[src/hw/crs_map.svh]
`ifndef CRS_MAP_SVH
`define CRS_MAP_SVH
// reset vector location (high byte at the lower address)
`define CRS_RST_VEC_HI    16'hFFFE
`define CRS_RST_VEC_LO    16'hFFFF
// software trap vector location
`define CRS_SWI_VEC       16'hFFFC
// reset entry sequence cycle count and queue prefetch byte count
`define CRS_RST_SEQ_CYC   6
`define CRS_PREFETCH_N    3
// condition code mask bit position
`define CRS_CCR_MASK_BIT  3
// stack pointer reset value and direct page high byte
`define CRS_SP_RST        16'h00FF
`define CRS_DPAGE_HI      8'h00
`endif

[src/hw/crs_pkg.sv]
package crs_pkg;
	typedef enum logic [1:0] {
		CRS_AM_REL = 2'b00,
		CRS_AM_IMM = 2'b01,
		CRS_AM_DIR = 2'b10,
		CRS_AM_SP2 = 2'b11
	} crs_amode_t;

	typedef enum logic [3:0] {
		CRS_ST_RESET  = 4'b0000,
		CRS_ST_RVEC_H = 4'b0001,
		CRS_ST_RVEC_L = 4'b0010,
		CRS_ST_RIDLE  = 4'b0011,
		CRS_ST_RUN    = 4'b0100,
		CRS_ST_PUSH   = 4'b0101,
		CRS_ST_IVEC_H = 4'b0110,
		CRS_ST_IVEC_L = 4'b0111,
		CRS_ST_IIDLE  = 4'b1000,
		CRS_ST_FILL   = 4'b1001
	} crs_state_t;

	// memory bus request
	typedef struct packed {
		logic        valid;
		logic        write;
		logic [15:0] addr;
		logic [7:0]  wdata;
	} crs_bus_t;

	// cpu context stacked on interrupt entry
	typedef struct packed {
		logic [15:0] pc;
		logic [7:0]  x;
		logic [7:0]  a;
		logic [7:0]  condition_code_register;
	} crs_ctx_t;
endpackage : crs_pkg

[src/hw/crs_rst_sync.sv]
`timescale 1ns/10ps
// merges reset sources; pin is active low and asynchronous, so it is synchronised
module crs_rst_sync (
	input  wire logic ref_clk_in,
	input  wire logic rst_in,
	input  wire logic por_in,
	input  wire logic wdog_rst_in,
	input  wire logic ext_rst_n_in,
	input  wire logic src_done_in,
	output logic      abort_out,
	output logic      concluded_out
);
	logic pin_s1_q, pin_s1_d;
	logic pin_s2_q, pin_s2_d;

	always_comb begin
		pin_s1_d = ext_rst_n_in;
		pin_s2_d = pin_s1_q;
	end

	always_ff @(posedge ref_clk_in) begin
		if (rst_in) begin
			pin_s1_q <= 1'b0;
			pin_s2_q <= 1'b0;
		end else begin
			pin_s1_q <= pin_s1_d;
			pin_s2_q <= pin_s2_d;
		end
	end

	// rst_in, power-on and watchdog abort at once; the pin aborts two cycles after it goes low
	assign abort_out = rst_in | por_in | wdog_rst_in | ~pin_s2_q;
	// finished only when source check done and pin released
	assign concluded_out = src_done_in & pin_s2_q;
endmodule : crs_rst_sync

[src/hw/crs_agu.sv]
`timescale 1ns/10ps
// operand effective address generator
module crs_agu (
	input  wire logic               ref_clk_in,
	input  wire logic               rst_in,
	input  wire crs_pkg::crs_amode_t mode_in,
	input  wire logic [15:0]        pc_in,
	input  wire logic [15:0]        sp_in,
	input  wire logic [7:0]         byte1_in,
	input  wire logic [7:0]         byte2_in,
	input  wire logic               take_in,
	output logic [15:0]             ea_out
);
	`include "crs_map.svh"
	logic [15:0] ea_q, ea_d;

	always_comb begin
		case (mode_in)
			crs_pkg::CRS_AM_REL: begin
				// relative target; untaken branch leaves pc
				ea_d = take_in ? pc_in + {{8{byte1_in[7]}}, byte1_in} : pc_in;
			end
			crs_pkg::CRS_AM_IMM: ea_d = {byte1_in, byte2_in};
			crs_pkg::CRS_AM_DIR: ea_d = {`CRS_DPAGE_HI, byte1_in};
			crs_pkg::CRS_AM_SP2: ea_d = sp_in + {byte1_in, byte2_in};
			default:             ea_d = pc_in;
		endcase
	end

	always_ff @(posedge ref_clk_in) begin
		if (rst_in) ea_q <= 16'h0000;
		else ea_q <= ea_d;
	end
	assign ea_out = ea_q;

	a_dir_page_zero: assert property (@(posedge ref_clk_in) disable iff (rst_in)
		mode_in == crs_pkg::CRS_AM_DIR |=> ea_out[15:8] == 8'h00)
		else $error("direct address left page zero");
	a_imm_byte_order: assert property (@(posedge ref_clk_in) disable iff (rst_in)
		mode_in == crs_pkg::CRS_AM_IMM |=> ea_out == {$past(byte1_in), $past(byte2_in)})
		else $error("inline operand byte order wrong");
	a_rel_sign_ext: assert property (@(posedge ref_clk_in) disable iff (rst_in)
		(mode_in == crs_pkg::CRS_AM_REL && take_in && byte1_in[7])
		|=> ea_out == $past(pc_in) - (16'h0100 - {8'h00, $past(byte1_in)}))
		else $error("negative branch offset not sign extended");
	a_sp2_sum: assert property (@(posedge ref_clk_in) disable iff (rst_in)
		mode_in == crs_pkg::CRS_AM_SP2 |=> ea_out == $past(sp_in) + {$past(byte1_in), $past(byte2_in)})
		else $error("stack offset address wrong");
endmodule : crs_agu

[src/hw/crs_seq.sv]
`timescale 1ns/10ps
//
// Overview of operation
// - branch adds sign-extended 8-bit offset after opcode to pc when taken
// - 16-bit inline operand: high byte first, low byte next
// - zero-page address is zero high byte over instruction byte
// - stack offset mode address is stack pointer plus 16-bit offset
// - reset comes from power-on, watchdog supervisor, or external low pin
// - power-on or watchdog reset aborts the current operation immediately; the pin does so two cycles later
// - reset ends after source check completes and the pin is released
// - after reset, six cycles fetch top-of-memory vector and fill queue
// - interrupt waits for instruction end; saved pc is next instruction
// - entry matches software trap; vector latched from highest pending request
// - push pc low, pc high, index, accumulator, condition codes
// - set interrupt mask after condition codes are stacked
// - read vector high byte then low byte
// - exactly one idle bus cycle after interrupt vector reads, none after reset vector reads
// - fetch three program bytes from vector to fill queue
module crs_seq (
	input  wire logic                ref_clk_in,
	input  wire logic                rst_in,
	input  wire logic                por_in,
	input  wire logic                wdog_rst_in,
	input  wire logic                ext_rst_n_in,
	input  wire logic                src_done_in,
	input  wire logic                irq_req_in,
	input  wire logic [15:0]         irq_vec_in,
	input  wire logic                swi_in,
	input  wire logic                insn_end_in,
	input  wire crs_pkg::crs_ctx_t   ctx_in,
	input  wire logic [7:0]          rdata_in,
	input  wire crs_pkg::crs_amode_t mode_in,
	input  wire logic [7:0]          byte1_in,
	input  wire logic [7:0]          byte2_in,
	input  wire logic                take_in,
	output crs_pkg::crs_bus_t        bus_out,
	output logic [15:0]              pc_out,
	output logic [15:0]              stack_pointer_out,
	output logic [7:0]               condition_code_register_out,
	output logic                     queue_ready_out,
	output logic                     abort_out,
	output logic [15:0]              ea_out
);
	`include "crs_map.svh"

	crs_pkg::crs_state_t st_q, st_d;
	logic [2:0]          cnt_q, cnt_d;
	logic [15:0]         pc_q, pc_d;
	logic [15:0]         sp_q, sp_d;
	logic [15:0]         vec_q, vec_d;
	logic [7:0]          ccr_q, ccr_d;
	crs_pkg::crs_ctx_t   ctx_q, ctx_d;
	crs_pkg::crs_bus_t   bus_q, bus_d;
	logic                rdy_q, rdy_d;
	logic                abort;
	logic                concluded;

	// ========================================
	// reset sources and address generator
	crs_rst_sync u_rst (
		.ref_clk_in    (ref_clk_in),
		.rst_in        (rst_in),
		.por_in        (por_in),
		.wdog_rst_in   (wdog_rst_in),
		.ext_rst_n_in  (ext_rst_n_in),
		.src_done_in   (src_done_in),
		.abort_out     (abort),
		.concluded_out (concluded)
	);

	crs_agu u_agu (
		.ref_clk_in (ref_clk_in),
		.rst_in     (rst_in),
		.mode_in    (mode_in),
		.pc_in      (pc_q),
		.sp_in      (sp_q),
		.byte1_in   (byte1_in),
		.byte2_in   (byte2_in),
		.take_in    (take_in),
		.ea_out     (ea_out)
	);

	function automatic crs_pkg::crs_bus_t rd(input logic [15:0] a);
		rd = '{valid: 1'b1, write: 1'b0, addr: a, wdata: 8'h00};
	endfunction : rd

	// ========================================
	// sequencer
	always_comb begin
		st_d  = st_q;
		cnt_d = cnt_q;
		pc_d  = pc_q;
		sp_d  = sp_q;
		vec_d = vec_q;
		ccr_d = ccr_q;
		ctx_d = ctx_q;
		rdy_d = rdy_q;
		bus_d = '0;
		case (st_q)
			crs_pkg::CRS_ST_RESET: begin
				rdy_d = 1'b0;
				if (concluded) begin
					st_d  = crs_pkg::CRS_ST_RVEC_H;
					bus_d = rd(`CRS_RST_VEC_HI);
				end
			end
			crs_pkg::CRS_ST_RVEC_H: begin
				pc_d[15:8] = rdata_in;
				st_d       = crs_pkg::CRS_ST_RVEC_L;
				bus_d      = rd(`CRS_RST_VEC_LO);
			end
			crs_pkg::CRS_ST_RVEC_L: begin
				pc_d[7:0] = rdata_in;
				vec_d     = {pc_q[15:8], rdata_in};
				// first queue byte is read here, so the fill goes on from the second
				cnt_d     = 3'd1;
				st_d      = crs_pkg::CRS_ST_FILL;
				bus_d     = rd({pc_q[15:8], rdata_in});
			end
			crs_pkg::CRS_ST_RUN: begin
				rdy_d = 1'b1;
				// entry only at an instruction boundary
				if (insn_end_in && (swi_in || (irq_req_in && !ccr_q[`CRS_CCR_MASK_BIT]))) begin
					ctx_d = ctx_in;
					// vector frozen at sequence start
					vec_d = swi_in ? `CRS_SWI_VEC : irq_vec_in;
					cnt_d = 3'd0;
					rdy_d = 1'b0;
					st_d  = crs_pkg::CRS_ST_PUSH;
				end
			end
			crs_pkg::CRS_ST_PUSH: begin
				bus_d.valid = 1'b1;
				bus_d.write = 1'b1;
				bus_d.addr  = sp_q;
				case (cnt_q)
					3'd0:    bus_d.wdata = ctx_q.pc[7:0];
					3'd1:    bus_d.wdata = ctx_q.pc[15:8];
					3'd2:    bus_d.wdata = ctx_q.x;
					3'd3:    bus_d.wdata = ctx_q.a;
					default: bus_d.wdata = ctx_q.condition_code_register;
				endcase
				sp_d  = sp_q - 16'd1;
				cnt_d = cnt_q + 3'd1;
				if (cnt_q == 3'd4) begin
					ccr_d                     = ctx_q.condition_code_register;
					ccr_d[`CRS_CCR_MASK_BIT]  = 1'b1;
					st_d                      = crs_pkg::CRS_ST_IVEC_H;
				end
			end
			crs_pkg::CRS_ST_IVEC_H: begin
				bus_d = rd(vec_q);
				st_d  = crs_pkg::CRS_ST_IVEC_L;
			end
			crs_pkg::CRS_ST_IVEC_L: begin
				pc_d[15:8] = rdata_in;
				bus_d      = rd(vec_q + 16'd1);
				st_d       = crs_pkg::CRS_ST_IIDLE;
			end
			crs_pkg::CRS_ST_IIDLE: begin
				// single free bus cycle
				pc_d[7:0] = rdata_in;
				cnt_d     = 3'd0;
				st_d      = crs_pkg::CRS_ST_FILL;
			end
			crs_pkg::CRS_ST_FILL: begin
				// prefetch queue bytes up to the third: three after an interrupt, the last two after reset
				bus_d = rd(pc_q + {13'd0, cnt_q});
				cnt_d = cnt_q + 3'd1;
				if (cnt_q == 3'(`CRS_PREFETCH_N - 1)) begin
					st_d = crs_pkg::CRS_ST_RUN;
				end
			end
			default: st_d = crs_pkg::CRS_ST_RESET;
		endcase
		// reset never waits for a boundary
		if (abort) begin
			st_d  = crs_pkg::CRS_ST_RESET;
			bus_d = '0;
			rdy_d = 1'b0;
			sp_d  = `CRS_SP_RST;
			ccr_d = 8'h00;
			ccr_d[`CRS_CCR_MASK_BIT] = 1'b1;
		end
	end

	always_ff @(posedge ref_clk_in) begin
		if (rst_in) begin
			st_q  <= crs_pkg::CRS_ST_RESET;
			cnt_q <= 3'd0;
			pc_q  <= 16'h0000;
			sp_q  <= `CRS_SP_RST;
			vec_q <= 16'h0000;
			ccr_q <= 8'h08;
			ctx_q <= '0;
			bus_q <= '0;
			rdy_q <= 1'b0;
		end else begin
			st_q  <= st_d;
			cnt_q <= cnt_d;
			pc_q  <= pc_d;
			sp_q  <= sp_d;
			vec_q <= vec_d;
			ccr_q <= ccr_d;
			ctx_q <= ctx_d;
			bus_q <= bus_d;
			rdy_q <= rdy_d;
		end
	end

	assign bus_out                     = bus_q;
	assign pc_out                      = pc_q;
	assign stack_pointer_out           = sp_q;
	assign condition_code_register_out = ccr_q;
	assign queue_ready_out             = rdy_q;
	assign abort_out                   = abort;

	// ========================================
	// checks
	a_push_sp_dec: assert property (@(posedge ref_clk_in) disable iff (abort)
		st_q == crs_pkg::CRS_ST_PUSH |=> sp_q == $past(sp_q) - 16'd1)
		else $error("stack pointer not decremented per push");
	a_push_order: assert property (@(posedge ref_clk_in) disable iff (abort)
		(st_q == crs_pkg::CRS_ST_PUSH && cnt_q == 3'd0)
		|=> bus_q.write && bus_q.wdata == ctx_q.pc[7:0]
		##1 bus_q.wdata == ctx_q.pc[15:8] ##1 bus_q.wdata == ctx_q.x
		##1 bus_q.wdata == ctx_q.a ##1 bus_q.wdata == ctx_q.condition_code_register)
		else $error("stack push order wrong");
	a_mask_after_push: assert property (@(posedge ref_clk_in) disable iff (abort)
		(st_q == crs_pkg::CRS_ST_PUSH && cnt_q == 3'd4) |=> ccr_q[3])
		else $error("mask not set after stacking");
	a_vec_hi_lo: assert property (@(posedge ref_clk_in) disable iff (abort)
		st_q == crs_pkg::CRS_ST_IVEC_H |=> bus_q.addr == vec_q
		##1 bus_q.addr == vec_q + 16'd1 ##1 !bus_q.valid ##1 bus_q.valid)
		else $error("vector read order or idle cycle wrong");
	a_fill_three: assert property (@(posedge ref_clk_in) disable iff (abort)
		st_q == crs_pkg::CRS_ST_IIDLE |=> st_q == crs_pkg::CRS_ST_FILL [*3]
		##1 st_q == crs_pkg::CRS_ST_RUN)
		else $error("queue fill not three bytes");
	a_reset_six: assert property (@(posedge ref_clk_in) disable iff (abort)
		(st_q == crs_pkg::CRS_ST_RESET && concluded)
		|=> bus_q.addr == 16'hFFFE ##1 bus_q.addr == 16'hFFFF ##4 queue_ready_out)
		else $error("reset sequence not six cycles");
	a_abort_now: assert property (@(posedge ref_clk_in)
		abort |=> st_q == crs_pkg::CRS_ST_RESET && !bus_q.valid)
		else $error("reset did not abort at once");
	a_boundary: assert property (@(posedge ref_clk_in) disable iff (abort)
		(st_q == crs_pkg::CRS_ST_RUN && !insn_end_in) |=> st_q != crs_pkg::CRS_ST_PUSH)
		else $error("interrupt taken mid instruction");
endmodule : crs_seq

[config.mk]
export PLATFORM = sky130hd
export DESIGN_NAME = crs_seq
export DESIGN_NICKNAME = d
export VERILOG_FILES = /design/src/hw/crs_pkg.sv /design/src/hw/crs_rst_sync.sv /design/src/hw/crs_agu.sv /design/src/hw/crs_seq.sv
export VERILOG_INCLUDE_DIRS = /design/src /design/src/hw
export SDC_FILE = /design/constraint.sdc
export NUM_CORES = 1
export LEC_CHECK = 0
export ABC_CLOCK_PERIOD_IN_PS = 3400
export BUFFER_PORTS_ARGS = -buffer_cell sky130_fd_sc_hd__buf_4
export CELL_PAD_IN_SITES_DETAIL_PLACEMENT = 0
export CELL_PAD_IN_SITES_GLOBAL_PLACEMENT = 2
export CORE_MARGIN = 3
export CORE_UTILIZATION = 32
export CTS_CLUSTER_SIZE = 30
export DETAILED_ROUTE_END_ITERATION = 12
export HOLD_SLACK_MARGIN = 0.06
export PLACE_DENSITY_LB_ADDON = 0.12
export SYNTH_ARGS = -nofsm -noshare
export SYNTH_HDL_FRONTEND = slang
export SYNTH_SLANG_ARGS = --single-unit
[constraint.sdc]
create_clock -name ref_clk_in -period 3.4 [get_ports ref_clk_in]
set_clock_uncertainty 0.1 [all_clocks]
set_input_delay 0.17 -clock ref_clk_in [delete_from_list [all_inputs] [get_ports ref_clk_in]]
set_output_delay 0.17 -clock ref_clk_in [all_outputs]
set_load 0.02 [all_outputs]
=== Word level (Yosys, flattened, before mapping) ===
Cells that the tools add are included.

* Output and inout bits: 84
* Bits in latches: 0
* Input port bits: 92
* Memories: 0
* Memory bits (writable): 0
* Register bits after elaboration: 147
* ROM bits: 0
* Logic and storage cells: 82

* Shift operators: 0
* Eq/ne operators: 19
* Mux-type cells: 17
* $mul: 0
* Add/subtract/negate cells: 6
* Bitwise operators: 5
* Div/mod/pow operators: 0
* Order comparisons: 0
* Reductions and logical operators: 16

{| class="wikitable"
|+ Operator list
! kind !! number
|-
| 26-bit case mux with 7 select lines || 1
|-
| 16-bit case mux with 4 select lines || 1
|-
| 16-bit 2-to-1 mux || 3
|-
| 16-bit adder || 2
|-
| 16-bit case mux with 2 select lines || 1
|-
| 4-bit case mux with 8 select lines || 1
|-
| 8-bit case mux with 4 select lines || 1
|-
| 26-bit 2-to-1 mux || 1
|-
| 16-bit by 1-bit adder with 16-bit output (second input constant) || 1
|-
| 16-bit by 3-bit adder with 16-bit output || 1
|-
| 4-bit by 3-bit == test with 1-bit output (second input constant) || 4
|-
| 4-bit 2-to-1 mux || 4
|-
| 16-bit by 1-bit subtractor with 16-bit output (second input constant) || 1
|-
| 3-bit case mux with 4 select lines || 1
|-
| 4-bit == test (second input constant) || 2
|-
| 2-bit != test (second input constant) || 4
|-
| 2-bit AND reduction || 4
|-
| 2-bit OR reduction || 4
|-
| 3-bit by 2-bit == test with 1-bit output (second input constant) || 2
|-
| 2-bit == test (second input constant) || 2
|-
| 4-bit by 1-bit == test with 1-bit output (second input constant) || 1
|-
| 4-bit by 2-bit == test with 1-bit output (second input constant) || 1
|-
| 4-bit zero test || 1
|-
| 4-bit AND reduction || 1
|-
| other kinds (15) || 18
|}

=== Longest topological paths before layout ===
Gate-level depths: netlist of run 1.

* Depth after elaboration: 4
* Depth in mapped cells: 9
* Gate-level depth less buffers: 9

=== Modules after synthesis ===
From an unflattened synthesis of run 1, not the netlist that was laid out.

* Cell total of the unflattened synthesis: 1073
* Area, all modules: 8814.7 um2

{| class="wikitable"
|+ By module, submodules not included
! module !! area an instance (um2) !! times used !! seq. area each (um2) !! cells an instance
|-
| crs_seq || 6491.2 || 1 || 2582.5 || 801
|-
| crs_agu || 2249.7 || 1 || 320.3 || 266
|-
| crs_rst_sync || 73.8 || 1 || 40.0 || 6
|}

=== Worst setup path before layout of run 1 ===
Ideal clock, no wire load.

* Path type: reg2reg
* From: reg pc_q[0], in the netlist pc_out[0]
* To: reg u_agu.ea_q[14], in the netlist u_agu.ea_out[14]
* Arrival time: 2.441 ns
* Slack: 0.731 ns
* Period minus slack after synthesis: 2.669 ns
* Data required time: 3.172 ns
* Cell stages (with the launch flop): 9
* Buffers on the path: 0
* Setup time: 0.128 ns
* Cell sequence: dfxtp_1 -> ha_1 -> fa_1 -> a21o_1 -> a221o_2 -> a32oi_1 -> or4b_1 -> o31ai_1 -> o22ai_1

* Word-level cells in the longest chain between the ends: 3

{| class="wikitable"
|+ Ends and longest elaborated chain
! item !! line !! text
|-
| start, declared || crs_seq.sv:48 || <nowiki>logic [15:0] pc_q, pc_d;</nowiki>
|-
| start signal, assigned || crs_seq.sv:201 || <nowiki>pc_q <= pc_d;</nowiki>
|-
| 16-bit adder || crs_agu.sv:21 || <nowiki>ea_d = take_in ? pc_in + {{8{byte1_in[7]}}, byte1_in} : pc_in;</nowiki>
|-
| 16-bit 2-to-1 mux || crs_agu.sv:21 ||
|-
| 16-bit case mux with 4 select lines || crs_agu.sv:18 || <nowiki>case (mode_in)</nowiki>
|-
| end signal, assigned || crs_agu.sv:31 || <nowiki>if (rst_in) ea_q <= 16'h0000;</nowiki>
|-
| end signal, assigned || crs_agu.sv:32 || <nowiki>else ea_q <= ea_d;</nowiki>
|-
| end, declared || crs_agu.sv:15 || <nowiki>logic [15:0] ea_q, ea_d;</nowiki>
|}

No other way between the ends.
A chain may end at the register's enable or synchronous reset.

=== Final worst setup path of run 1 ===
* From: in byte1_in[0]
* To: reg u_agu.ea_q[14], in the netlist u_agu.ea_out[14]

* Word-level cells in the longest chain between the ends: 3
* Elaborated cells on any way between the ends: 4
* Those cells by class: 2 x add/sub; 2 x mux

{| class="wikitable"
|+ Ends and longest elaborated chain
! item !! line !! text
|-
| start, declared || crs_seq.sv:33 || <nowiki>input wire logic [7:0] byte1_in,</nowiki>
|-
| 16-bit adder || crs_agu.sv:21 ||
|-
| 16-bit 2-to-1 mux || crs_agu.sv:21 ||
|-
| 16-bit case mux with 4 select lines * || crs_agu.sv:18 ||
|}

Mark *: on every way between the ends. The rest lies on a longest branch, timed or not.

==> metrics.md, run 1 <==
| Metric | Value |
|---|---|
| Status | finished, final reports clean |
| Max cap viols | 0 |
| Placer congestion estimate | 0.908 |
| Cts repair resizes | 0 |
| Via count | 8847 |
| Pwr/cell area | 353 nW/µm² |
| CP peak stage delay | 0.53 ns |
| Tightest hold margin | 0.0798 ns |
| FF-to-FF Start | pc_out[0] |
| Worst hold path type | in -> reg |
| Die ar. | 29000 µm² |
| Crit path max fanout | 4 |
| CTS tree | yes |
| Total iterations of the first detailed-routing run | 7 |
| Cells after Synth | 1093 |
| Synth warnings | 0 |
| Logic gate share of total power | 10.7% |
| IO Pins | 176 |
| Minimum clock period | 2.93 ns |
| First-pass GRT wire length | 50300 µm |
| Critical path data required time | 3.60 ns |
| Largest net degree at the start of global routing | 52 |
| Routed vias/inst | 5.31 |
| Initial Util | 32.8% |
| Starting DRC count in detailed routing | 750 |
| Layer with the highest usage | met2 |
| FF-to-FF End | u_agu.ea_out[14] |
| Hold Startpoint | irq_vec_in[5] |
| Clk sink count | 147 |
| Hpwl dp | 25000 µm |
| Hold endpoint | vec_q[5] |
| Crit path arrival time | 3.14 ns |
| Post-synth EDFFs | 0 |
| Setup violators final | 0 |
| Post-Syn Area per Cell | 7.89 µm² |
| Worst-case clock buffer depth | 2 |
| # port buffers | 171 |
| Row count | 59 |
| CP bufs+invs | 2 |
| Prevailing post-synth register cell | dfxtp_1 |
| Synth async-reset ratio | 0% |
| Clk pin slew, worst setup/hold paths | 0.07 ns |
| Routed WL per cell | 20.0 µm |
| RSZ-0062 raised after global routing | no |
| Slew headroom | 28.7% |
| Area leader, netlist | dfxtp_1 |
| Count leader, synth | dfxtp_1 |
| Worst-margin pin slew | 1.07 ns |
| Die Width | 170 µm |
| Internal power | 0.00295 W |
| WS Path Type | in -> reg |
| Area of the multi-input gates | 5350 µm² |
| Switching part of the total | 28.3% |
| Met2 usage | 36.5% |
| Seq cells post-synth | 147 |
| Initial antenna violation count | 0 |
| Worst IR Drop VDD | 0.225 mV |
| Post-layout total power | 0.00411 W |
| Placeable Area | 26300 µm² |
| Worst Setup End Kind | flop |
| Final WL | 33400 µm |
| DRC errors left | 0 |
| Layout area overhead | 34.9% |
| Hold Crit Depth | 5 |
| Pins Over Slew Limit | 0 |
| Fillcell total | 2703 |
| Pre-CTS setup slack | 0.572 ns |
| Part of the power in registers | 42.4% |
| Number of CTS-inserted buffers | 17 |
| Setup tns final | 0 ns |
| Top delay family on crit path | compound AO/OA/AOI/OAI gates |
| Critical-path top delay cell | dlygate4sd3_1 |
| Top cell type's share of synthesized area | 34.1% |
| Vias in the first global route | 8315 |
| Post-DRT Antenna Nets | 0 |
| CP Cell Sequence | dlygate4sd3_1 -> buf_4 -> ha_1 -> fa_1 -> a21o_1 -> a221o_2 -> a32oi_1 -> or4b_1 -> o31ai_1 -> o22ai_1 |
| LEAKAGE | 4.69 nW |
| Tot GR Track Use | 22.5% |
| Setup slack after layout | 0.469 ns |
| Reg2Reg Depth | 8 |
| H-tree Lvls | 4 |
| Synth cell count leaders | 147 x dfxtp_1, 146 x nand2_1, 134 x nor2_1, 110 x a21oi_1, 54 x nor3_1 |
| Total grt overflow | 0 |
| Reg2reg setup slack | 0.55 ns |
| Net Switching | 0.00116 W |
| Final period utilization | 86.2% |
| Met3 Use GR | 2.72% |
| Die span in y | 170 µm |
| Top post-synthesis cells by area | dfxtp_1 34%, a21oi_1 6.4%, nand2_1 6.4%, nor2_1 5.8%, ha_1 5.8% |
| Sequential Area | 2940 µm² |
| Layout cell share with drive strength beyond 1 | 19.7% |
| Worst skew pair latency | 0.43 ns |
| Mapped cell area | 8620 µm² |
| Post-synthesis sequential area ratio | 34.1% |
| Number of diodes | 0 |
| Startpoint Class | input port |
| Final hold violations | 0 |
| Final net count | 1454 |
| Clk pwr share | 47.0% |
| Peak Freq | 0.341 GHz |
| Post-synthesis cell type count | 71 |
| Root buffer cell | clkbuf_16 |
| Met1 Usage GRT | 32.1% |
| Syn Nets | 1228 |
power groups by stage:
stage               Clock, W  Combinational (W)  Sequential [W]
floorplan                  0           0.000174         0.00180
global placement           0           0.000379         0.00178
detailed placement         0           0.000377         0.00178
CTS                  0.00198           0.000438         0.00174
global route         0.00205           0.000474         0.00174
finish               0.00193           0.000439         0.00174
repair_timing:
item                      in CTS  in global routing
hold buffers                  66                  0
setup buffers                  0                  0
hold endpoints to repair      83                  0
layout make-up:
cell class	count	area share, %
clock inverter	15	1.60
inverter	21	0.677
sequential	147	25.3
multi-input combinational	856	45.9
tap	335	3.60
timing repair buffer	276	19.2
clock buffer	17	3.66
cells in the final DEF (no fill, tap or decap), drive strengths merged, types with 5 or more instances in the layout:
master	count
a222oi	8
mux2i	29
inv	27
dfxtp	147
a21o	21
a21oi	110
o21ai	36
and3	12
nor2	134
nand3b	5
clkinv	9
ha	40
nand3	12
xor2	19
a31oi	15
nand2	146
or3	5
nor3	54
a22oi	9
nand2b	10
and2	7
xnor2	39
dlygate4sd3	66
o21a	7
a221oi	25
buf	210
clkbuf	17
a211oi	13
o211ai	12
nand4	8
nor2b	10
stage by stage:
stage / util (%) / instance area (µm²) / instances
2_1_floorplan: - / 8620 / 1093
3_3_place_gp: 39.4 / 10400 / 1569
3_5_place_dp: 39.4 / 10400 / 1569
4_1_cts: 44.3 / 11600 / 1667
5_1_grt: 44.3 / 11600 / 1667
6_report: 44.3 / 11600 / 1667
kinds of logic (layout without fill, tap and decap cells):
family / count (synthesis) / count (layout) / synth area share, %
buf+inv: 90 / 329 / 4.13
mux: 35 / 35 / 4.54
other cells: 1 / 1 / 0.0435
fa+ha+maj: 43 / 43 / 6.50
simple gates: 427 / 427 / 22.7
compound gates: 292 / 292 / 22.0
flops: 147 / 147 / 34.1
xor+xnor: 58 / 58 / 5.89
layer usage:
metal / wire [µm] / up-vias / share of wire, %
met4: 315 / 0 / 0.94
met1: 16100 / 4176 / 48
li1: - / 4394 / -
met3: 1520 / 22 / 4.6
met5: 0 / - / 0
met2: 15500 / 255 / 46
tightest hold or removal path, stage by stage:
cell and delay (ns):
buf_4 0.08, nor3_1 0.04, nor3_1 0.15, a21oi_1 0.06
nor2_1 0.08
worst max-delay path by stage:
stage	start	to	slack, ns	cells past startpoint
floorplan	pc_out[0]	u_agu.ea_out[14]	0.73	8
global placement	pc_out[0]	u_agu.ea_out[6]	0.56	8
detailed placement	pc_out[0]	u_agu.ea_out[14]	0.57	8
CTS	byte1_in[0]	u_agu.ea_out[14]	0.51	10
global route	stack_pointer_out[0]	u_agu.ea_out[12]	0.29	9
finish	byte1_in[0]	u_agu.ea_out[14]	0.47	10
flip-flops by register name (all words and copies together) (netlist names):
name	count
bus_out	26
cnt_q	3
condition_code_register_out	7
ctx_q	40
pc_out	16
queue_ready_out	1
st_q	4
stack_pointer_out	16
u_agu.ea_out	16
u_rst.pin_s1_q	1
u_rst.pin_s2_q	1
vec_q	16
Power figures use the tool's default switching activity.
==> run 2, diff against run 1 <==
- CORE_MARGIN: 3 -> 10
- CORE_UTILIZATION: 32 -> 33
- SYNTH_HIERARCHICAL: unset -> 1
==> metrics.md, run 2 <==
| Metric | Value |
|---|---|
| Status | finished, final reports clean (unchanged) |
| Syn Nets | 1208 (was 1228) |
| Crit path max fanout | 7 (was 4) |
| Largest net degree at the start of global routing | 68 (was 52) |
| Final hold violations | 0 (unchanged) |
| Max FFs per register | 40 (unchanged) |
| Die Width | 183 µm (was 170 µm) |
| Commonest non-fill, non-tap cell in the layout | buf_4 (unchanged) |
| Synth cell count leaders | 160 x nand2_1, 147 x dfxtp_1, 96 x a21oi_1, 81 x nor2_1, 45 x o21ai_0 (was 147 x dfxtp_1, 146 x nand2_1, 134 x nor2_1, 110 x a21oi_1, 54 x nor3_1) |
| Layout cell share with drive strength beyond 1 | 20.5% (was 19.7%) |
| Via count | 8772 (was 8847) |
| Worst skew pair latency | 0.44 ns (was 0.43 ns) |
| Routed vias/inst | 5.29 (was 5.31) |
| Cts repair resizes | 0 (unchanged) |
| Most frequent cells in the layout | 204 x buf_4, 160 x nand2_1, 147 x dfxtp_1 (was 210 x buf_4, 147 x dfxtp_1, 146 x nand2_1) |
| Fillcell total | 2692 (was 2703) |
| Slew headroom | 32.2% (was 28.7%) |
| Routed WL per cell | 20.0 µm (about the same) |
| Clk sink count | 147 (unchanged) |
| Final WL | 33200 µm (was 33400 µm) |
| Area leader, netlist | dfxtp_1 (unchanged) |
| Die span in y | 183 µm (was 170 µm) |
| Peak Freq | 0.334 GHz (was 0.341 GHz) |
| Placer congestion estimate | 0.875 (was 0.908) |
| Total iterations of the first detailed-routing run | 5 (was 7) |
| Minimum clock period | 2.99 ns (was 2.93 ns) |
| WS Path Type | reg -> reg (was in -> reg) |
| Row count | 59 (unchanged) |
| Critical path data required time | 3.63 ns (was 3.60 ns) |
| Post-synthesis sequential area ratio | 33.4% (was 34.1%) |
| IO Pins | 176 (unchanged) |
| Worst-case clock buffer depth | 2 (unchanged) |
| Top post-synthesis cells by area | dfxtp_1 33%, nand2_1 6.8%, ha_1 5.7%, a21oi_1 5.5%, mux2i_1 4.9% (was dfxtp_1 34%, a21oi_1 6.4%, nand2_1 6.4%, nor2_1 5.8%, ha_1 5.8%) |
| Number of diodes | 0 (unchanged) |
| Worst Setup End Kind | flop (unchanged) |
| RSZ-0062 raised after global routing | no (unchanged) |
| Vias in the first global route | 8684 (was 8315) |
| CP Cell Sequence | ha_1 -> a211oi_2 -> o21ai_0 -> xor2_1 -> mux2i_1 -> nor2_1 -> a211oi_1 -> a211oi_1 -> dlygate4sd3_1 (was dlygate4sd3_1 -> buf_4 -> ha_1 -> fa_1 -> a21o_1 -> a221o_2 -> a32oi_1 -> or4b_1 -> o31ai_1 -> o22ai_1) |
| Initial Util | 33.6% (was 32.8%) |
| Adder-Cell Fraction of Synth Area | 6.36% (was 6.50%) |
| Starting DRC count in detailed routing | 549 (was 750) |
| Worst hold path type | in -> reg (unchanged) |
| CP dominant cell by count | a211oi_1 |
| Startpoint Class | flop (was input port) |
| First-pass GRT wire length | 50900 µm (was 50300 µm) |
| Setup tns final | 0 ns (unchanged) |
| Top cell type's share of synthesized area | 33.4% (was 34.1%) |
| Post-Syn Area per Cell | 8.22 µm² (was 7.89 µm²) |
| Compound-Gate Fraction of Synth Area | 22.6% (was 22.0%) |
| Worst-margin pin slew | 1.01 ns (was 1.07 ns) |
| Total grt overflow | 0 (unchanged) |
| Worst IR Drop VDD | 0.220 mV (was 0.225 mV) |
| H-tree Lvls | 4 (unchanged) |
| Layout area overhead | 34.3% (was 34.9%) |
| Synth async-reset ratio | 0% (unchanged) |
| Mapped cell area | 8810 µm² (was 8620 µm²) |
| Post-CTS Setup Repair Bufs | 0 (unchanged) |
| Post-synth EDFFs | 0 (unchanged) |
| Setup violators final | 0 (unchanged) |
| Post-synthesis cell type count | 88 (was 71) |
| Final net count | 1445 (was 1454) |
| Placeable Area | 26200 µm² (was 26300 µm²) |
| # port buffers | 172 (was 171) |
| Crit path arrival time | 3.22 ns (was 3.14 ns) |
| Hpwl dp | 24600 µm (was 25000 µm) |
| Die ar. | 33600 µm² (was 29000 µm²) |
| Tot GR Track Use | 19.3% (was 22.5%) |
| Synth warnings | 6 (was 0) |
| Clk pin slew, worst setup/hold paths | 0.08 ns (was 0.07 ns) |
| Post-synthesis mux area share | 5.39% (was 4.54%) |
| Prevailing post-synth register cell | dfxtp_1 (unchanged) |
| Critical-path top delay cell | dlygate4sd3_1 (unchanged) |
| Pwr/cell area | 344 nW/µm² (was 353 nW/µm²) |
| Root buffer cell | clkbuf_16 (unchanged) |
| Top delay family on crit path | compound AO/OA/AOI/OAI gates (unchanged) |
| Cells after Synth | 1073 (was 1093) |
| Final core occ | 45.2% (was 44.3%) |
| Number of CTS-inserted buffers | 17 (unchanged) |
| Post-DRT Antenna Nets | 0 (unchanged) |
| DRC errors left | 0 (unchanged) |
| Final period utilization | 88.1% (was 86.2%) |
| Top reg by flops | ctx_q (unchanged) |
| CP bufs+invs | 1 (was 2) |
| CP peak stage delay | 0.57 ns (was 0.53 ns) |
| Post-synthesis simple-gate area fraction | 21.8% (was 22.7%) |
| LEAKAGE | 4.73 nW (was 4.69 nW) |
| Pins Over Slew Limit | 0 (unchanged) |
| Count leader, synth | nand2_1 (was dfxtp_1) |
| Post-Synth XOR/XNOR Area | 6.16% (was 5.89%) |
| Initial antenna violation count | 0 (unchanged) |
| Max cap viols | 0 (unchanged) |
| Seq cells post-synth | 147 (unchanged) |
| Hold_buf cts | 79 (was 66) |
| CTS tree | yes (unchanged) |
| Largest family of logic cells by synthesized area | compound AO/OA/AOI/OAI gates (was simple AND/OR/NAND/NOR gates) |
==> run 2: changes by cell type after synthesis, moves of 11 or more <==
| cell | previous run | this run |
|---|---|---|
| a21o_1 | 21 | 7 |
| a21oi_1 | 110 | 96 |
| a221oi_1 | 24 | 2 |
| a22oi_1 | 9 | 25 |
| clkbuf_1 | 51 | 37 |
| mux2i_1 | 29 | 43 |
| nand2_1 | 146 | 160 |
| nand3_1 | 12 | 24 |
| nor2_1 | 134 | 81 |
| nor3_1 | 54 | 10 |
| o21ai_0 | 34 | 45 |
| or3_1 | 5 | 19 |
==> run 2: metal layers <==
layer	up-vias	GRT usage [%]	share of wire (%)
met3	29	3.18	4.7
li1	4348	-	-
met1	4164	26.9	49
met5	-	0	0
met4	0	5.25	1.4
met2	231	29.9	45
==> run 2: cell type report <==
class / instances / area, µm² / area share, %
clock inverters: 15 / 160 / 1.35
inverters: 19 / 71.3 / 0.602
multi-input cells: 842 / 5500 / 46.4
repair buffers: 283 / 2320 / 19.6
well taps: 335 / 419 / 3.54
flip-flops and latches: 147 / 2940 / 24.9
clock buffers: 17 / 425 / 3.59
==> run 2: cells by family after synthesis <==
family / after synthesis
adder cells (fa/ha/maj): 43
AO/OA/AOI/OAI: 300
multiplexers: 46
flip-flops: 147
AND/OR/NAND/NOR: 390
buffers and inverters: 84
other: 1
XOR/XNOR: 62
==> run 2: per-stage QoR <==
step | setup slack (ns) | area [µm²] | instances | hold slack, ns | total power, W
finish | 0.405 | 11800 | 1658 | 0.0753 | 0.00408
global route | 0.291 | 11800 | 1658 | 0.0814 | 0.00423
CTS | 0.410 | 11800 | 1658 | 0.0638 | 0.00413
detailed placement | 0.683 | 10500 | 1547 | 0.299 | 0.00213
global placement | 0.668 | 10500 | 1547 | 0.297 | 0.00213
floorplan | 0.839 | 8810 | 1073 | 0.186 | 0.00196
==> run 2: worst paths after layout <==
check | from | end | slack (ns) | cells past startpoint
worst max register to register | pc_out[1] | u_agu/ea_out[5] | 0.41 | 9
worst min register to register | u_rst/pin_s1_q | u_rst/pin_s2_q | 0.35 | 1
worst min-delay path | take_in | u_agu/ea_out[12] | 0.08 | 3
worst max-delay path | pc_out[1] | u_agu/ea_out[5] | 0.41 | 9
==> run 2: worst reg2reg max path: stages, from the launching register on <==
cell and delay [ns]:
dfxtp_1 0.52, ha_1 0.32, a211oi_2 0.29, o21ai_0 0.14, xor2_1 0.16, mux2i_1 0.14, nor2_1 0.05, a211oi_1 0.49
a211oi_1 0.11, dlygate4sd3_1 0.57
==> run 2: power breakdown <==
part           total, W  internal [W]  switching, W
clock network   0.00191      0.000984      0.000930
registers       0.00174       0.00174    0.00000381
logic          0.000424      0.000222      0.000201
==> run 3, diff against run 2 <==
- ABC_CLOCK_PERIOD_IN_PS: 3400 -> 3300
- clock period: 3.4 -> 3.3 ns (I/O delays scaled with it)
==> metrics.md, run 3 (synthesis results as in run 2) <==
| Metric | Value |
|---|---|
| Post-CTS Setup Repair Bufs | 0 (unchanged) |
| Post-DRT Antenna Nets | 0 (unchanged) |
| LEAKAGE | 4.74 nW (was 4.73 nW) |
| Placeable Area | 26200 µm² (unchanged) |
| Status | finished, final reports clean (unchanged) |
| Commonest non-fill, non-tap cell in the layout | buf_4 (unchanged) |
| Crit path arrival time | 3.10 ns (was 3.22 ns) |
| Worst hold path type | in -> reg (unchanged) |
| Initial Util | 33.6% (unchanged) |
| Setup violators final | 0 (unchanged) |
| Final cell count without fillers | 1660 (was 1658) |
| H-tree Lvls | 4 (unchanged) |
| DP Cell Count | 1552 (was 1547) |
| Initial antenna violation count | 0 (unchanged) |
| Slew headroom | 31.5% (was 32.2%) |
| CP bufs+invs | 1 (unchanged) |
| Tot GR Track Use | 19.2% (was 19.3%) |
| WS Path Type | reg -> reg (unchanged) |
| Total grt overflow | 0 (unchanged) |
| Max FFs per register | 40 (unchanged) |
| Row count | 59 (unchanged) |
| Largest net degree at the start of global routing | 62 (was 68) |
| Worst Setup End Kind | flop (unchanged) |
| Worst-case clock buffer depth | 2 (unchanged) |
| DRC errors left | 0 (unchanged) |
| Placer congestion estimate | 0.874 (was 0.875) |
| Root buffer cell | clkbuf_16 (unchanged) |
| Clk sink count | 147 (unchanged) |
| Critical-path top delay cell | dlygate4sd3_1 (unchanged) |
| Area of the multi-input gates | 5500 µm² (unchanged) |
| Die Width | 183 µm (unchanged) |
| Most frequent cells in the layout | 209 x buf_4, 160 x nand2_1, 147 x dfxtp_1 (was 204 x buf_4, 160 x nand2_1, 147 x dfxtp_1) |
| Layout area overhead | 34.5% (was 34.3%) |
| CP dominant cell by count | a211oi_1 (unchanged) |
| Crit path max fanout | 7 (unchanged) |
| CP peak stage delay | 0.57 ns (about the same) |
| Startpoint Class | flop (unchanged) |
| Die span in y | 183 µm (unchanged) |
| IO Pins | 176 (unchanged) |
| Final period utilization | 87.5% (was 88.1%) |
| Pins Over Slew Limit | 0 (unchanged) |
| Minimum clock period | 2.89 ns (was 2.99 ns) |
| CP Cell Sequence | ha_1 -> a211oi_2 -> o21ai_0 -> xor2_1 -> mux2i_1 -> nor2_1 -> a211oi_1 -> a211oi_1 -> dlygate4sd3_1 (unchanged) |
| Top delay family on crit path | compound AO/OA/AOI/OAI gates (unchanged) |
| Worst-margin pin slew | 1.02 ns (was 1.01 ns) |
| RSZ-0062 raised after global routing | no (unchanged) |
| Setup tns final | 0 ns (unchanged) |
| Pwr/cell area | 355 nW/µm² (was 344 nW/µm²) |
| Worst IR Drop VDD | 0.277 mV (was 0.220 mV) |
| Final net count | 1448 (was 1445) |
| Total iterations of the first detailed-routing run | 5 (unchanged) |
| Max cap viols | 0 (unchanged) |
| Number of CTS-inserted buffers | 17 (unchanged) |
| First-pass GRT wire length | 50900 µm (about the same) |
| Vias in the first global route | 8733 (was 8684) |
| Number of diodes | 0 (unchanged) |
| Top reg by flops | ctx_q (unchanged) |
| Sequential Area | 2940 µm² (unchanged) |
| # port buffers | 172 (unchanged) |
| Routed WL per cell | 19.7 µm (was 20.0 µm) |
| Clk pin slew, worst setup/hold paths | 0.07 ns (was 0.08 ns) |
| Via count | 8604 (was 8772) |
| Hpwl dp | 24700 µm (was 24600 µm) |
| Routed vias/inst | 5.18 (was 5.29) |
| Final hold violations | 0 (unchanged) |
| Final WL | 32700 µm (was 33200 µm) |
| Die ar. | 33600 µm² (unchanged) |
| Fillcell total | 2730 (was 2692) |
| CTS tree | yes (unchanged) |
| Worst skew pair latency | 0.43 ns (was 0.44 ns) |
| Critical path data required time | 3.51 ns (was 3.63 ns) |
| Peak Freq | 0.346 GHz (was 0.334 GHz) |
| Layout cell share with drive strength beyond 1 | 20.8% (was 20.5%) |
| Starting DRC count in detailed routing | 444 (was 549) |
==> run 3: changes by cell type in the layout (fill, tap and decap cells not counted) <==
cell,change
dlygate4sd3_1,-2
clkinv_2,-1
inv_6,+1
bufinv_16,+1
clkinv_8,-2
buf_4,+5
clkinvlp_4,+1
clkinv_4,-1
==> run 3: timing repair <==
item | in CTS | in global routing
hold buffers | 77 | 0
endpoints found under the setup margin | 0 | 0
hold endpoints to repair | 82 | 0
gates resized for setup | 0 | 0
==> run 3: per-stage QoR <==
step | utilization, % | setup WS, ns | hold WS (ns) | instance area, µm² | power [W]
4_1_cts | 45.2 | 0.382 | 0.0605 | 11900 | 0.00425
2_1_floorplan | - | 0.739 | 0.181 | 8810 | 0.00202
6_report | 45.2 | 0.413 | 0.0763 | 11900 | 0.00421
5_1_grt | 45.2 | 0.233 | 0.0924 | 11900 | 0.00436
3_3_place_gp | 40.1 | 0.584 | 0.292 | 10500 | 0.00220
3_5_place_dp | 40.1 | 0.570 | 0.297 | 10500 | 0.00220
==> run 3: worst min-delay path: cells and delay by family <==
family,cells,cell delay [ns]
multiplexers,1,0.10
AO/OA/AOI/OAI,1,0.16
buffers and inverters,1,0.13
==> run 3: final cells by class <==
cell class / instances / area share (%)
clock buffer: 17 / 3.59
clock inverter: 14 / 1.35
inverter: 19 / 0.602
multi-input combinational: 842 / 46.4
sequential: 147 / 24.8
tap: 335 / 3.54
timing repair buffer: 286 / 19.7
==> run 3: path summary, 6_finish.rpt <==
check                   start  cells after the start  slack (ns)               to
hold reg to reg     ctx_q[29]                      2        0.36        ctx_q[29]
setup reg to reg    pc_out[1]                      9        0.41  u_agu/ea_out[5]
setup / recovery    pc_out[1]                      9        0.41  u_agu/ea_out[5]
hold / removal    byte1_in[1]                      3        0.08  u_agu/ea_out[9]
==> run 3: layer usage <==
metal  track usage, %  vias to the layer above  routed length (µm)
met3             3.40                       23                1370
li1                 -                     4336                   -
met5                0                        -                   0
met4             4.16                        0                 342
met2             29.9                      177               14600
met1             27.1                     4068               16400
==> run 3: power breakdown <==
group / leakage (nW) / internal (W) / switching, W
logic: 3.28 / 0.000229 / 0.000210
registers: 1.19 / 0.00179 / 0.00000382
clock network: 0.279 / 0.00108 / 0.000899
total: 4.74 / 0.00309 / 0.00111
